`src/logic/clock_manager_params.svh`:
```
// Register offsets, field positions, reset values and masks of the clock manager.
// How it works
// - Duty at most half: coarse*25% plus low fine.
// - Duty above half: use middle fine field instead.
// - Coarse field picks one quarter-period duty range.
// - Mode bit 0: delay-locked or phase-locked, default delay.
// - Mode bit 2: feedback source, phase-locked only.
// - Mode bit 4: 1x or 2x, delay-locked only.
// - Fast I/O clock source field, four sources.
// - System clock source field, code 11 reserved.
// - Control bit 0 switches analog supply.
// - Control bit 1 resets all manager logic.
// - Control bit 2 resets only delay-locked generation.
// - Configuration hold: supply off, bus off, lock low.
// - Bit 6 lets manager run during configuration.
// - Control bit 7 shields manager from global reset.
// - Phase adjustment only in delay-locked mode.
// - Phase is delay times 11.25, wrapped above 16.
// - Divider: zero bypasses, above eight wraps modulo eight.
`ifndef CLOCK_MANAGER_PARAMS_SVH
`define CLOCK_MANAGER_PARAMS_SVH

// Register offsets on the plain register port.
`define CM_ADDR_IN_DIV   4'h0
`define CM_ADDR_OUT_DIV  4'h2
`define CM_ADDR_DUTY     4'h4
`define CM_ADDR_MODE     4'h5
`define CM_ADDR_SRC      4'h6
`define CM_ADDR_CTRL     4'h7

// Writable bit masks; reserved bits are cleared by these.
`define CM_MASK_DIV      8'h8F
`define CM_MASK_DUTY     8'hFF
`define CM_MASK_MODE     8'h15
`define CM_MASK_SRC      8'hF0
`define CM_MASK_CTRL     8'hC7

// Reset values.
`define CM_RST_DIV       8'h00
`define CM_RST_DUTY      8'h00
`define CM_RST_MODE      8'h00
`define CM_RST_SRC       8'h00
`define CM_RST_CTRL      8'h01

// Field positions.
`define CM_BIT_PLL       0
`define CM_BIT_FB        2
`define CM_BIT_DOUBLE    4
`define CM_BIT_PWR       0
`define CM_BIT_MGR_RST   1
`define CM_BIT_DLL_RST   2
`define CM_BIT_CFG_RUN   6
`define CM_BIT_GSR_OFF   7
`define CM_BIT_DIV_RST   7

// Phase arithmetic in quarter degrees: 11.25 deg step, 360 deg turn.
`define CM_PHASE_STEP_Q  12'h02D
`define CM_PHASE_TURN_Q  12'h5A0
`define CM_PHASE_MID     6'h10

`endif

```
`src/logic/clock_manager_pkg.sv`:
```
// Types shared by the clock manager control logic and its bench.
`default_nettype none
package clock_manager_pkg;

	// One register port request, sampled on the rising clock edge.
	typedef struct packed {
		logic [3:0] addr;
		logic [7:0] wdata;
		logic       wr;
		logic       rd;
	} reg_req_t;

	// One setup word from the configuration bitstream.
	typedef struct packed {
		logic       valid;
		logic [3:0] addr;
		logic [7:0] data;
	} cfg_load_t;

	// Clock source selection for either output multiplexer.
	typedef enum logic [1:0] {
		SRC_BYPASS,
		SRC_DLL,
		SRC_TAPPED,
		SRC_DIVIDED
	} src_sel_t;

	// Steering of the loop and the output multiplexers.
	typedef struct packed {
		logic     loop_pll;
		logic     fb_delay_line;
		logic     double_out;
		src_sel_t fast_io_clock_src;
		src_sel_t sys_clock_src;
	} loop_ctrl_t;

	// Operating states of the manager.
	typedef enum logic [1:0] {
		ST_CFG_HOLD,
		ST_POWER_OFF,
		ST_RESET,
		ST_RUN
	} mgr_state_t;

endpackage
`default_nettype wire

```
`src/logic/clock_manager_control_regs.sv`:
```
// Control registers and steering logic of the programmable clock manager.
//
// Decided for this implementation: the address-and-strobe port.
`timescale 1ns/1ps
`default_nettype none
`include "clock_manager_params.svh"
module clock_manager_control_regs
	import clock_manager_pkg::*;
(
	input  wire logic              core_clk,
	input  wire logic              arst_n,
	input  wire reg_req_t          reg_req,
	output var  logic [7:0]        rd_data,
	input  wire cfg_load_t         cfg_load,
	input  wire logic              config_done,
	input  wire logic              global_set_reset_n,
	input  wire logic              loop_locked_in,
	output var  loop_ctrl_t        loop_ctrl,
	output var  logic [5:0]        duty_delay_32nds,
	output var  logic signed [11:0] phase_quarter_deg,
	output var  logic              analog_power_on,
	output var  logic              manager_reset,
	output var  logic              dll_reset,
	output var  logic              lock_out,
	output var  logic              out_bus_oe_n,
	output var  logic              input_div_tick,
	output var  logic              output_div_tick
);

	// Effective divide ratio of a four-bit divider field, 1 to 8.
	// Zero means bypass, which ticks every cycle like a ratio of one.
	function automatic logic [3:0] div_ratio(input logic [3:0] code);
		logic [3:0] r;
		r = code;
		// Divider wrap rule.
		// modulo eight wrap
		if (code == 4'h0) begin
			r = 4'h1;
		end else if (code > 4'h8) begin
			r = {1'b0, code[2:0]};
		end
		return r;
	endfunction

	// Masked register update; reserved bits never store anything.
	function automatic logic [7:0] masked(input logic [7:0] d,
		input logic [7:0] m);
		return d & m;
	endfunction

	// Stored registers.
	logic [7:0] in_div_reg;         // Input divider control.
	logic [7:0] out_div_reg;        // Output divider control.
	logic [7:0] one_x_duty_delay_reg;
	logic [7:0] loop_mode_select_reg;
	logic [7:0] output_source_select_reg;
	logic [7:0] manager_power_reset_ctrl_reg;

	// Manager state machine.
	mgr_state_t state_reg;
	mgr_state_t state_next;

	// Divider counters.
	logic [2:0] in_cnt_reg;
	logic [2:0] out_cnt_reg;

	// Output flip-flops.
	logic [7:0]        rd_data_reg;
	loop_ctrl_t        loop_ctrl_reg;
	logic [5:0]        duty_reg;
	logic signed [11:0] phase_reg;
	logic              power_reg;
	logic              mgr_rst_reg;
	logic              dll_rst_reg;
	logic              lock_reg;
	logic              oe_n_reg;
	logic              in_tick_reg;
	logic              out_tick_reg;

	// Write decoding; the register port wins over a bitstream word
	// landing in the same cycle, since software is the later authority.
	wire        sw_wr = reg_req.wr;
	wire        bs_wr = cfg_load.valid & ~config_done & ~sw_wr;
	wire        any_wr = sw_wr | bs_wr;
	wire [3:0]  wr_addr = sw_wr ? reg_req.addr : cfg_load.addr;
	wire [7:0]  wr_data = sw_wr ? reg_req.wdata : cfg_load.data;
	// One strobe per mapped offset; others drop.
	wire        wr_in_div = any_wr & (wr_addr == `CM_ADDR_IN_DIV);
	wire        wr_out_div = any_wr & (wr_addr == `CM_ADDR_OUT_DIV);
	wire        wr_duty = any_wr & (wr_addr == `CM_ADDR_DUTY);
	wire        wr_mode = any_wr & (wr_addr == `CM_ADDR_MODE);
	wire        wr_src = any_wr & (wr_addr == `CM_ADDR_SRC);
	wire        wr_ctrl = any_wr & (wr_addr == `CM_ADDR_CTRL);

	// Control bits by name.
	// They act from the stored value, after the write edge.
	wire ctrl_pwr = manager_power_reset_ctrl_reg[`CM_BIT_PWR];
	wire ctrl_mgr_rst = manager_power_reset_ctrl_reg[`CM_BIT_MGR_RST];
	wire ctrl_dll_rst = manager_power_reset_ctrl_reg[`CM_BIT_DLL_RST];
	wire ctrl_cfg_run = manager_power_reset_ctrl_reg[`CM_BIT_CFG_RUN];
	wire ctrl_gsr_off = manager_power_reset_ctrl_reg[`CM_BIT_GSR_OFF];

	// Chip-wide reset reaches the manager only while not shielded.
	// global reset gate
	wire gsr_hit = ~global_set_reset_n & ~ctrl_gsr_off;

	// Configuration hold: no running before done unless allowed.
	// configuration hold
	wire cfg_hold = ~config_done & ~ctrl_cfg_run;

	// Read selection; unmapped offsets answer zero.
	// Reserved bits read zero as they are never stored.
	wire [7:0] rd_mux =
		(reg_req.addr == `CM_ADDR_IN_DIV)  ? in_div_reg :
		(reg_req.addr == `CM_ADDR_OUT_DIV) ? out_div_reg :
		(reg_req.addr == `CM_ADDR_DUTY)    ? one_x_duty_delay_reg :
		(reg_req.addr == `CM_ADDR_MODE)    ? loop_mode_select_reg :
		(reg_req.addr == `CM_ADDR_SRC)     ? output_source_select_reg :
		(reg_req.addr == `CM_ADDR_CTRL)    ?
			manager_power_reset_ctrl_reg : 8'h00;

	// Loop steering decode.
	// loop type select
	wire is_pll = loop_mode_select_reg[`CM_BIT_PLL];
	wire fb_sel = is_pll & loop_mode_select_reg[`CM_BIT_FB];
	wire dbl_sel = ~is_pll & loop_mode_select_reg[`CM_BIT_DOUBLE];
	wire [1:0] fio_code = output_source_select_reg[5:4];
	wire [1:0] sys_code = output_source_select_reg[7:6];
	// reserved code falls back to bypass
	wire [1:0] sys_eff = (sys_code == 2'h3) ? 2'h0 : sys_code;

	// Duty and delay decode in 32nds of a period.
	// coarse range select
	wire [1:0] coarse = one_x_duty_delay_reg[7:6];
	// low fine field at or below half
	wire [2:0] fine = coarse[1] ? one_x_duty_delay_reg[5:3] :
		one_x_duty_delay_reg[2:0];
	wire [5:0] duty_32 = {1'b0, coarse, 3'h0} + {3'h0, fine} + 6'h01;

	// Phase in quarter degrees from the delay in 32nds.
	// Quarter degrees keep the 11.25 degree step whole.
	// phase from delay
	wire [11:0] phase_raw = {6'h00, duty_32} * `CM_PHASE_STEP_Q;
	// A delay of exactly half a period keeps its sign.
	wire [11:0] phase_wrap = (duty_32 > `CM_PHASE_MID) ?
		phase_raw - `CM_PHASE_TURN_Q : phase_raw;
	wire [11:0] phase_sel = is_pll ? 12'h000 : phase_wrap;

	// Divider ratios and wrap points.
	// A zero ratio field still ticks every cycle.
	wire [3:0] in_ratio = div_ratio(in_div_reg[3:0]);
	wire [3:0] out_ratio = div_ratio(out_div_reg[3:0]);
	wire [2:0] in_last = 3'(in_ratio - 4'h1);
	wire [2:0] out_last = 3'(out_ratio - 4'h1);
	// A manager reset also holds both dividers quiet.
	wire in_div_held = in_div_reg[`CM_BIT_DIV_RST] | mgr_rst_reg;
	wire out_div_held = out_div_reg[`CM_BIT_DIV_RST] | mgr_rst_reg;
	// A count already past a lower ratio written mid-count wraps at
	// once, so the new rate starts without a long silent stretch.
	wire in_wrap = (in_cnt_reg >= in_last);
	wire out_wrap = (out_cnt_reg >= out_last);

	// State transitions. Hold outranks power, power outranks reset,
	// and reaching run from any other state passes through one reset cycle so
	// the loop always restarts from a known point.
	always_comb begin
		state_next = state_reg;
		// Every state code is used; no default.
		unique case (state_reg)
			ST_CFG_HOLD: begin
				// Waits for done or the run bit.
				if (!cfg_hold) begin
					state_next = ST_RESET;
				end
			end
			ST_POWER_OFF: begin
				// Supply off until switched on.
				if (cfg_hold) begin
					state_next = ST_CFG_HOLD;
				end else if (ctrl_pwr) begin
					state_next = ST_RESET;
				end
			end
			ST_RESET: begin
				// Stays while reset is asked for.
				if (cfg_hold) begin
					state_next = ST_CFG_HOLD;
				end else if (!ctrl_pwr) begin
					state_next = ST_POWER_OFF;
				end else if (!ctrl_mgr_rst && !gsr_hit) begin
					state_next = ST_RUN;
				end
			end
			ST_RUN: begin
				// Any hold or reset leaves here.
				if (cfg_hold) begin
					state_next = ST_CFG_HOLD;
				end else if (!ctrl_pwr) begin
					state_next = ST_POWER_OFF;
				end else if (ctrl_mgr_rst || gsr_hit) begin
					state_next = ST_RESET;
				end
			end
		endcase
	end

	// State register.
	always_ff @(posedge core_clk or negedge arst_n) begin
		if (!arst_n) begin
			// Reset waits on configuration first.
			state_reg <= ST_CFG_HOLD;
		end else begin
			state_reg <= state_next;
		end
	end

	// Divider and duty registers, cleared by an unshielded chip reset.
	always_ff @(posedge core_clk or negedge arst_n) begin
		if (!arst_n) begin
			in_div_reg <= `CM_RST_DIV;
			out_div_reg <= `CM_RST_DIV;
			one_x_duty_delay_reg <= `CM_RST_DUTY;
		end else if (gsr_hit) begin
			in_div_reg <= `CM_RST_DIV;
			out_div_reg <= `CM_RST_DIV;
			one_x_duty_delay_reg <= `CM_RST_DUTY;
		end else begin
			// Each register takes only its own offset.
			if (wr_in_div) begin
				in_div_reg <= masked(wr_data, `CM_MASK_DIV);
			end
			if (wr_out_div) begin
				out_div_reg <= masked(wr_data, `CM_MASK_DIV);
			end
			if (wr_duty) begin
				one_x_duty_delay_reg <= masked(wr_data, `CM_MASK_DUTY);
			end
		end
	end

	// Mode, source and control registers. The control register returns
	// to its reset value too, which leaves its shield bit at zero as it was.
	always_ff @(posedge core_clk or negedge arst_n) begin
		if (!arst_n) begin
			loop_mode_select_reg <= `CM_RST_MODE;
			output_source_select_reg <= `CM_RST_SRC;
			manager_power_reset_ctrl_reg <= `CM_RST_CTRL;
		end else if (gsr_hit) begin
			loop_mode_select_reg <= `CM_RST_MODE;
			output_source_select_reg <= `CM_RST_SRC;
			manager_power_reset_ctrl_reg <= `CM_RST_CTRL;
		end else begin
			// Bitstream words arrive by this path too.
			if (wr_mode) begin
				loop_mode_select_reg <= masked(wr_data, `CM_MASK_MODE);
			end
			if (wr_src) begin
				output_source_select_reg <= masked(wr_data, `CM_MASK_SRC);
			end
			// Supply and reset bits act one edge later.
			if (wr_ctrl) begin
				manager_power_reset_ctrl_reg <=
					masked(wr_data, `CM_MASK_CTRL);
			end
		end
	end

	// Input divider counter; held at zero while its reset bit is set.
	always_ff @(posedge core_clk or negedge arst_n) begin
		if (!arst_n) begin
			in_cnt_reg <= 3'h0;
			in_tick_reg <= 1'b0;
		end else if (in_div_held) begin
			in_cnt_reg <= 3'h0;
			in_tick_reg <= 1'b0;
		end else begin
			// The tick stands in the cycle after a wrap.
			in_cnt_reg <= in_wrap ? 3'h0 : in_cnt_reg + 3'h1;
			in_tick_reg <= in_wrap;
		end
	end

	// Output divider counter; same shape as the input one.
	always_ff @(posedge core_clk or negedge arst_n) begin
		if (!arst_n) begin
			out_cnt_reg <= 3'h0;
			out_tick_reg <= 1'b0;
		end else if (out_div_held) begin
			out_cnt_reg <= 3'h0;
			out_tick_reg <= 1'b0;
		end else begin
			// Same timing as the input divider.
			out_cnt_reg <= out_wrap ? 3'h0 : out_cnt_reg + 3'h1;
			out_tick_reg <= out_wrap;
		end
	end

	// Read data stands for exactly the cycle after the strobe.
	always_ff @(posedge core_clk or negedge arst_n) begin
		if (!arst_n) begin
			rd_data_reg <= 8'h00;
		end else begin
			// Zero between reads keeps stale data off.
			rd_data_reg <= reg_req.rd ? rd_mux : 8'h00;
		end
	end

	// Steering and decode outputs, one cycle behind the registers.
	always_ff @(posedge core_clk or negedge arst_n) begin
		if (!arst_n) begin
			loop_ctrl_reg <= '0;
			// Duty field zero decodes to one 32nd.
			duty_reg <= 6'h01;
			phase_reg <= 12'sh000;
		end else begin
			// Loop type, feedback, doubling, sources.
			loop_ctrl_reg <= '{loop_pll: is_pll,
				fb_delay_line: fb_sel,
				double_out: dbl_sel,
				fast_io_clock_src: src_sel_t'(fio_code),
				sys_clock_src: src_sel_t'(sys_eff)};
			duty_reg <= duty_32;
			phase_reg <= signed'(phase_sel);
		end
	end

	// Power, reset, lock and bus enable from the manager state.
	// Lock is only reported once the loop runs and, in delay-locked mode,
	// the generator is not held, so a reset never shows a stale lock.
	always_ff @(posedge core_clk or negedge arst_n) begin
		if (!arst_n) begin
			// Supply off and everything held in reset.
			power_reg <= 1'b0;
			mgr_rst_reg <= 1'b1;
			dll_rst_reg <= 1'b1;
			lock_reg <= 1'b0;
			oe_n_reg <= 1'b1;
		end else begin
			// supply off and bus released in hold
			power_reg <= (state_next == ST_RESET) |
				(state_next == ST_RUN);
			oe_n_reg <= (state_next == ST_CFG_HOLD);
			mgr_rst_reg <= (state_next != ST_RUN);
			dll_rst_reg <= (state_next != ST_RUN) | ctrl_dll_rst;
			lock_reg <= (state_next == ST_RUN) & loop_locked_in &
				~(ctrl_dll_rst & ~is_pll);
		end
	end

	// Every output straight from its flip-flop.
	// No gate follows any of these flip-flops.
	assign rd_data = rd_data_reg;
	assign loop_ctrl = loop_ctrl_reg;
	assign duty_delay_32nds = duty_reg;
	assign phase_quarter_deg = phase_reg;
	assign analog_power_on = power_reg;
	assign manager_reset = mgr_rst_reg;
	assign dll_reset = dll_rst_reg;
	assign lock_out = lock_reg;
	assign out_bus_oe_n = oe_n_reg;
	assign input_div_tick = in_tick_reg;
	assign output_div_tick = out_tick_reg;

endmodule
`default_nettype wire

```
`config.mk`:
```
export PLATFORM = sky130hd
export DESIGN_NAME = clock_manager_control_regs
export DESIGN_NICKNAME = d
export VERILOG_FILES = /design/src/logic/clock_manager_pkg.sv /design/src/logic/clock_manager_control_regs.sv
export VERILOG_INCLUDE_DIRS = /design/src /design/src/logic
export SDC_FILE = /design/constraint.sdc
export NUM_CORES = 1
export LEC_CHECK = 0
export ABC_AREA = 0
export BUFFER_PORTS_ARGS = -buffer_cell sky130_fd_sc_hd__buf_2
export CAP_MARGIN = 20
export CORE_MARGIN = 4
export CORE_UTILIZATION = 51
export DETAILED_ROUTE_END_ITERATION = 8
export MAX_ROUTING_LAYER = met4
export PLACE_DENSITY_LB_ADDON = 0.2
export SLEW_MARGIN = 40
export SYNTH_ARGS = -nofsm -noshare
export SYNTH_HDL_FRONTEND = slang
export SYNTH_SLANG_ARGS = --single-unit
```
`constraint.sdc`:
```
create_clock -name core_clk -period 5.2 [get_ports core_clk]
set_clock_uncertainty 0.2 [all_clocks]
set_input_delay 0.52 -clock core_clk [delete_from_list [all_inputs] [get_ports core_clk]]
set_output_delay 0.52 -clock core_clk [all_outputs]
set_load 0.05 [all_outputs]
```
==> Implementation_results.wiki, run 1 <==
{| class="wikitable"
! Metric !! Value
|-
| Lkg Pwr || around 2.5 nW
|-
| Number of vias per cell || 5.48
|-
| PnR worst setup slack || roughly 260 ps
|-
| CTS clock-pin slew for the worst setup and hold paths || 80 ps
|-
| Clock buffers created by TritonCTS || 9
|-
| WS Path Type || flip-flop to flip-flop
|-
| Transition time at the pin with the least slew margin || around 760 ps
|-
| Dpl hpwl || roughly 7300 um
|-
| Wire length of the first global-routing pass || 15,900 um
|-
| Via count of the first global-routing pass || between 3,000 and 4,000
|-
| Non-filler instance count after layout || roughly 610
|-
| Die Outline Area || 10,100 sq um
|-
| All-layer global routing usage || 20.5%
|-
| Synthesized netlist net count || about 500
|-
| Startpoint Class || flip-flop
|-
| WL per Instance || roughly 16 um
|-
| Count of buffers added by post-CTS timing repair for setup || 0
|-
| H-Tree Level Count || 3
|-
| Power per unit of standard cell area || 541 nW/um^2
|-
| Most used flip-flop cell after synthesis || sky130_fd_sc_hd__dfrtp_1
|-
| Top cell type by total area after synthesis || sky130_fd_sc_hd__dfrtp_1
|-
| Synth unique cells || between 50 and 60
|-
| Peak supply drop || 0.561 mV
|-
| Setup_tns || 0 ps
|-
| Number of design rule violations left after detail routing || 0
|-
| Antenna diodes || 0
|-
| Final clock period utilization by the worst path || between 90% and 100%
|-
| Final Hold Violating Endpoints || 12
|-
| Met3 usage || 3.18%
|-
| Worst min-delay path class || input port to asynchronous set/reset pin
|-
| Routed vias || 3,329
|-
| Final RePlAce weighted congestion || between 0.9 and 1
|-
| Iteration-0 DRC Markers || between 200 and 250
|-
| Synthesis-stage register bit count || 78
|-
| RSZ-0062 raised after global routing || no
|-
| Critical Path RT || 5250 ps
|-
| Crit. End Element || flip-flop
|-
| Synth Warn # || 0
|-
| Largest net degree at the start of global routing || 79
|-
| Portion of synthesized cell area occupied by the leading cell type || a little over two fifths
|-
| Detail Route Antenna Nets || 0
|-
| Worst hold slack across all endpoints || -19.3 ps
|-
| Fraction of met1 tracks used by global routing || between 20% and 30%
|-
| Final routed wirelength across all metal layers || 9590 um
|-
| Per-instance average area after synthesis || 10.3 sq um
|-
| Post-layout nets || 568
|-
| Max_cap viols || 0
|-
| Initial DRT Pass Iterations || 4
|-
| Met2 Resource Use GR || 33.2%
|-
| # hold bufs at CTS || 0
|-
| CTS tree || built
|-
| Critical path fanouts, max || 5
|-
| Cell Area, Synth || 4380 sq um
|-
| Upper clock frequency limit || 0.202 GHz
|-
| Number of flip-flops in the largest register || 12
|-
| Status || complete, but fails checks
|-
| Violations in the final reports || hold timing
|-
| Share of cells above drive strength 1 || 25.3%
|-
| Highest-utilization routing layer at the global route stage || met2
|-
| Power after layout || 2.72 mW
|-
| Final critical path time including I/O delays and setup || between 4000 and 5000 ps
|-
| P&R area growth vs syn || 14.7%
|-
| Critical Path AT || 4990 ps
|-
| Chip Height || 101 um
|-
| CTS resizes || 0
|-
| Instance count of the mapped netlist || ~430
|-
| Max transition margin || between 40% and 50%
|-
| Setup slack after placement || 282 ps
|-
| Core area || 8300 sq um
|-
| Buffers on Ports || 71
|-
| CTS root buffer || sky130_fd_sc_hd__clkbuf_8
|-
| Total gr overflow || 0
|-
| Clock Sink Count || 78
|-
| Setup violation total in the final timing report || 0
|-
| # placed instances || 591
|-
| Final count of pins violating max slew || 0
|-
| Max Buffers Root-to-Sink || 2
|-
| Number of enable flip-flop cells after synthesis || 0
|-
| Top-level I/O count || 72
|-
| Chip width || between 100 and 150 um
|-
| Share of the yosys chip area belonging to registers || 44.7%
|-
| Number of antenna violations at the first check in global routing || 0
|-
| Initial Util || 52.8%
|-
| Clock insertion delay at the later pin of the skew report || 350 ps
|-
| Fraction of synthesis flops using an asynchronous set or reset pin || 100%
|-
| Synth top area cells || sky130_fd_sc_hd__dfrtp_1 42%, sky130_fd_sc_hd__ha_1 9.4%, sky130_fd_sc_hd__nor2_1 5.0%
|-
| Number of rows created at floorplan || 33
|}
==> layout by cell type, fill, tap and decap left out, types with 5 or more instances in the layout <==
cell	n
sky130_fd_sc_hd__nand2_1	23
sky130_fd_sc_hd__nor2b_1	10
sky130_fd_sc_hd__dfstp_2	5
sky130_fd_sc_hd__xnor2_1	8
sky130_fd_sc_hd__and2_1	6
sky130_fd_sc_hd__nor2_1	58
sky130_fd_sc_hd__nand2b_1	5
sky130_fd_sc_hd__buf_2	70
sky130_fd_sc_hd__clkbuf_8	9
sky130_fd_sc_hd__nand3_1	14
sky130_fd_sc_hd__dfrtp_1	73
sky130_fd_sc_hd__o21ai_1	10
sky130_fd_sc_hd__o22ai_1	5
sky130_fd_sc_hd__ha_1	33
sky130_fd_sc_hd__a21oi_1	17
sky130_fd_sc_hd__inv_1	29
sky130_fd_sc_hd__mux2i_1	21
sky130_fd_sc_hd__fa_1	6
sky130_fd_sc_hd__mux2_2	12
sky130_fd_sc_hd__nor3_1	15
==> report_power, final <==
part	total, mW	internal (mW)	switching (mW)
registers	0.830	0.747	0.0836
clock network	0.453	0.223	0.230
logic	1.43	0.521	0.912
==> synth_stat cells, types with 2 or more instances <==
master	instances
sky130_fd_sc_hd__or2_2	2
sky130_fd_sc_hd__mux2i_1	21
sky130_fd_sc_hd__o31ai_1	2
sky130_fd_sc_hd__clkbuf_1	7
sky130_fd_sc_hd__or3_1	2
sky130_fd_sc_hd__o21ai_1	11
sky130_fd_sc_hd__inv_1	29
sky130_fd_sc_hd__nor2b_1	10
sky130_fd_sc_hd__nor2_1	58
sky130_fd_sc_hd__xnor2_1	8
sky130_fd_sc_hd__buf_6	2
sky130_fd_sc_hd__nor3_1	15
sky130_fd_sc_hd__dfstp_2	5
sky130_fd_sc_hd__dfrtp_1	73
sky130_fd_sc_hd__o21a_1	2
sky130_fd_sc_hd__and2_1	6
sky130_fd_sc_hd__o211ai_1	2
sky130_fd_sc_hd__a31oi_1	4
sky130_fd_sc_hd__nand2_2	3
sky130_fd_sc_hd__nand2b_1	5
sky130_fd_sc_hd__a21oi_1	17
sky130_fd_sc_hd__o22ai_1	5
sky130_fd_sc_hd__a22oi_1	2
sky130_fd_sc_hd__a21o_1	4
sky130_fd_sc_hd__a211oi_1	4
sky130_fd_sc_hd__xor2_1	4
sky130_fd_sc_hd__nand2_1	23
sky130_fd_sc_hd__nand3_1	14
sky130_fd_sc_hd__o21ai_0	3
sky130_fd_sc_hd__ha_1	33
sky130_fd_sc_hd__and3_1	4
sky130_fd_sc_hd__buf_2	4
sky130_fd_sc_hd__mux2_2	12
sky130_fd_sc_hd__nor2_2	2
sky130_fd_sc_hd__fa_1	6
==> metal layers <==
metal  vias up  share of wire, %
met1      1629                42
met3        13               4.0
met5         -                 0
li1       1614                 -
met2        73                52
met4         0               1.8
==> kinds of logic after synthesis <==
family | Yosys count | share of synthesized area (%)
xor+xnor | 13 | 2.77
compound gates | 67 | 10.8
flops | 78 | 44.7
fa+ha+maj | 39 | 12.2
simple gates | 150 | 16.8
buf+inv | 43 | 4.23
mux | 35 | 8.55
==> stage by stage <==
step,cell area (sq um),utilization [%],hold WS (ps)
finish,5020,60.5,-19.3
global route,5020,60.5,42.7
CTS,5020,60.4,11.0
detailed placement,4820,58.1,196
global placement,4820,58.1,197
floorplan,4380,-,24.4
==> critical path, stage by stage (launching register included) <==
cell and delay (ps):
sky130_fd_sc_hd__dfrtp_1 430, sky130_fd_sc_hd__mux2_2 390, sky130_fd_sc_hd__ha_1 200, sky130_fd_sc_hd__and3_1 200, sky130_fd_sc_hd__o22ai_1 240, sky130_fd_sc_hd__inv_1 130
sky130_fd_sc_hd__ha_1 350, sky130_fd_sc_hd__ha_1 280, sky130_fd_sc_hd__inv_1 50, sky130_fd_sc_hd__fa_1 440, sky130_fd_sc_hd__inv_1 70, sky130_fd_sc_hd__ha_1 180
sky130_fd_sc_hd__inv_1 60, sky130_fd_sc_hd__fa_1 380, sky130_fd_sc_hd__nand2b_1 190, sky130_fd_sc_hd__a21oi_4 180, sky130_fd_sc_hd__nand2_1 90, sky130_fd_sc_hd__a311oi_2 350
sky130_fd_sc_hd__o21ai_2 110, sky130_fd_sc_hd__mux2_4 300
==> path summary, 6_finish.rpt <==
path                       depth (start not counted)                                           to  slack, ps                               startpoint
min reg2reg                                        0                       loop_ctrl[3]$_DFF_PN0_        210  output_source_select_reg[5]$_DFFE_PN0P_
min in group core_clk                              3                           lock_out$_DFF_PN0_        190                           loop_locked_in
max in group asynchronous                          1  manager_power_reset_ctrl_reg[2]$_DFFE_PN0P_       4340                                   arst_n
max reg2reg                                       19              phase_quarter_deg[11]$_DFF_PN0_        260      one_x_duty_delay_reg[7]$_DFFE_PN0P_
max                                               19              phase_quarter_deg[11]$_DFF_PN0_        260      one_x_duty_delay_reg[7]$_DFFE_PN0P_
min                                                1                    output_div_tick$_DFF_PN0_        -20                                   arst_n
==> cell type report <==
cell class	count	area [sq um]
Sequential cell	78	1960
Inverter	29	109
Timing Repair Buffer	75	392
Fill cell	710	3280
Clock inverter	5	60.1
Tap cell	105	131
Clock buffer	11	131
Multi-Input combinational cell	304	2240
Note: power is estimated with default switching activity, not from simulation.
==> inputs of run 2 (changes only) <==
- PLACE_DENSITY: default -> 0.76
- PLACE_DENSITY_LB_ADDON: 0.2 -> default
==> Implementation_results.wiki, run 2 (synthesis gave the netlist of run 1 again) <==
{| class="wikitable"
! Metric !! Value
|-
| Status || completed
|-
| Post-layout nets || 569
|-
| Final Hold Violating Endpoints || 0
|-
| Max transition margin || 46.2%
|-
| Area taken by multi-input logic gates || about 2200 sq um
|-
| Core area || 8300 sq um
|-
| Endpoint of the worst-slack reg-to-reg timing path || phase_quarter_deg[11]$_DFF_PN0_
|-
| Number of design rule violations left after detail routing || 0
|-
| Antenna diodes || 0
|-
| Share of cells above drive strength 1 || roughly 26%
|-
| WS Path Type || flip-flop to flip-flop
|-
| Largest net degree at the start of global routing || 79
|-
| Crit-path cells || mux2_2 > ha_1 > and3_1 > o22ai_2 > inv_1 > ha_1 > ha_1 > inv_1 > fa_1 > inv_1 > ha_1 > inv_1 > fa_1 > nand2b_1 > a21oi_4 > xnor2_2 > o31a_1 > o21ai_2 > mux2_4
|-
| P&R area growth vs syn || 14.6%
|-
| Buffers on Ports || 71
|-
| Setup slack after placement || 272 ps
|-
| Final routed wirelength across all metal layers || 9430 um
|-
| Via count of the first global-routing pass || 3,350
|-
| Sequential cell area || 1960 sq um
|-
| Max Buffers Root-to-Sink || 2
|-
| Worst hold slack across all endpoints || slightly below 200 ps
|-
| Top-level I/O count || 72
|-
| Number of buffer and inverter stages on the critical path || 4
|-
| Slowest stage cell, crit path || sky130_fd_sc_hd__fa_1
|-
| Setup violation total in the final timing report || 0
|-
| Number of rows created at floorplan || 33
|-
| Upper clock frequency limit || approximately 0.21 GHz
|-
| All-layer global routing usage || 20.4%
|-
| Stages on worst setup path || 19
|-
| Critical Path AT || approximately 4900 ps
|-
| Setup_tns || 0 ps
|-
| Clock Sink Count || 78
|-
| WL per Instance || 15.5 um
|-
| Final clock period utilization by the worst path || 93.6%
|-
| CTS root buffer || sky130_fd_sc_hd__clkbuf_8
|-
| Lkg Pwr || around 2.5 nW
|-
| Delay of the slowest cell on the worst path || 430 ps
|-
| H-Tree Level Count || 3
|-
| Leading cell type in the layout, fill and taps excluded || sky130_fd_sc_hd__dfrtp_1
|-
| Chip width || 101 um
|-
| Critical path fanouts, max || 5
|-
| Die Outline Area || just over 10,000 sq um
|-
| Power per unit of standard cell area || 529 nW/um^2
|-
| Startpoint Class || flip-flop
|-
| Number of vias per cell || 5.44
|-
| Capture point of the critical path || phase_quarter_deg[11]$_DFF_PN0_
|-
| CTS clock-pin slew for the worst setup and hold paths || 80 ps
|-
| Chip Height || 101 um
|-
| Initial Util || 52.8%
|-
| Max_cap viols || 0
|-
| Detail Route Antenna Nets || 0
|-
| Worst min-delay path class || input port to flip-flop
|-
| Peak supply drop || about 0.47 mV
|-
| Routed vias || 3,310
|-
| R2r worst-path depth || 19
|-
| Most used cells in the layout excluding fill and tap cells || 73 x sky130_fd_sc_hd__dfrtp_1, 70 x sky130_fd_sc_hd__buf_2, 58 x sky130_fd_sc_hd__nor2_1
|-
| Final RePlAce weighted congestion || 0.847
|-
| Initial DRT Pass Iterations || 6
|-
| Wire length of the first global-routing pass || 15,800 um
|-
| Number of inserted filler cells in the final layout || 685
|-
| HP Start || loop_locked_in
|-
| RSZ-0062 raised after global routing || no
|-
| R2r startpoint || one_x_duty_delay_reg[7]$_DFFE_PN0P_
|-
| Flop-to-flop setup slack || 330 ps
|-
| Family with the most delay on the worst path || adder cells
|-
| Final count of pins violating max slew || 0
|-
| Critical Path RT || between 5000 and 6000 ps
|-
| Crit. End Element || flip-flop
|-
| Iteration-0 DRC Markers || 198
|-
| Crit. Startpoint || one_x_duty_delay_reg[7]$_DFFE_PN0P_
|-
| Final critical path time including I/O delays and setup || 4870 ps
|-
| Total gr overflow || 0
|-
| Number of flip-flops in the largest register || 12
|-
| Transition time at the pin with the least slew margin || 801 ps
|-
| Count of buffers added by post-CTS timing repair for setup || 0
|-
| Clock insertion delay at the later pin of the skew report || around 350 ps
|-
| CTS tree || built
|-
| Dpl hpwl || 7200 um
|-
| PnR worst setup slack || ~330 ps
|-
| Clock buffers created by TritonCTS || 9
|-
| Number of antenna violations at the first check in global routing || 0
|}
-- run 2: routing by layer --
layer / wire (um) / global-route usage (%) / share of wire [%]
met1: 3900 / 25.4 / 41
met2: 4740 / 33.1 / 50
met3: 595 / 3.81 / 6.3
met4: 202 / 7.88 / 2.1
met5: 0 / - / 0
-- run 2: cell type report --
class                   count  area share (%)
clock inverters             6           0.748
well taps                 105            2.62
inverters                  29            2.17
repair buffers             76            8.01
clock buffers              10            2.74
flip-flops and latches     78            39.0
multi-input cells         304            44.7
-- run 2: metrics by stage --
stage | cells | power, mW | area (sq um) | util (%)
CTS | 608 | 2.69 | 5010 | 60.4
global route | 608 | 2.87 | 5020 | 60.4
floorplan | 425 | 1.94 | 4380 | -
detailed placement | 591 | 2.27 | 4820 | 58.1
finish | 608 | 2.65 | 5020 | 60.4
global placement | 591 | 2.23 | 4820 | 58.1
-- run 2: worst min path at each step --
stage | to | slack [ps] | cells past startpoint
final | lock_out$_DFF_PN0_ | 200 | 3
after global routing | lock_out$_DFF_PN0_ | 190 | 3
after CTS | lock_out$_DFF_PN0_ | 180 | 3
after detailed placement | loop_ctrl[3]$_DFF_PN0_ | 210 | 0
after global placement | loop_ctrl[3]$_DFF_PN0_ | 200 | 0
after floorplan | analog_power_on$_DFF_PN0_ | 20 | 0
-- run 2: where the power goes --
part	switching [mW]	internal [mW]	total (mW)	leakage, nW
Clock	0.223	0.183	0.406	0.0841
Sequential	0.0866	0.747	0.834	1.02
Combinational	0.894	0.520	1.41	1.41
-- run 2: worst min-delay path, cell delays in order --
cell and delay (ps):
sky130_fd_sc_hd__buf_2 100, sky130_fd_sc_hd__o21ai_0 60, sky130_fd_sc_hd__nor2_1 40
-- run 2: repair_timing --
action                                 CTS  global route
endpoints found under the hold margin    4             0
resized for setup                        0             1
setup endpoints to repair                0             1
hold buffers                             1             0
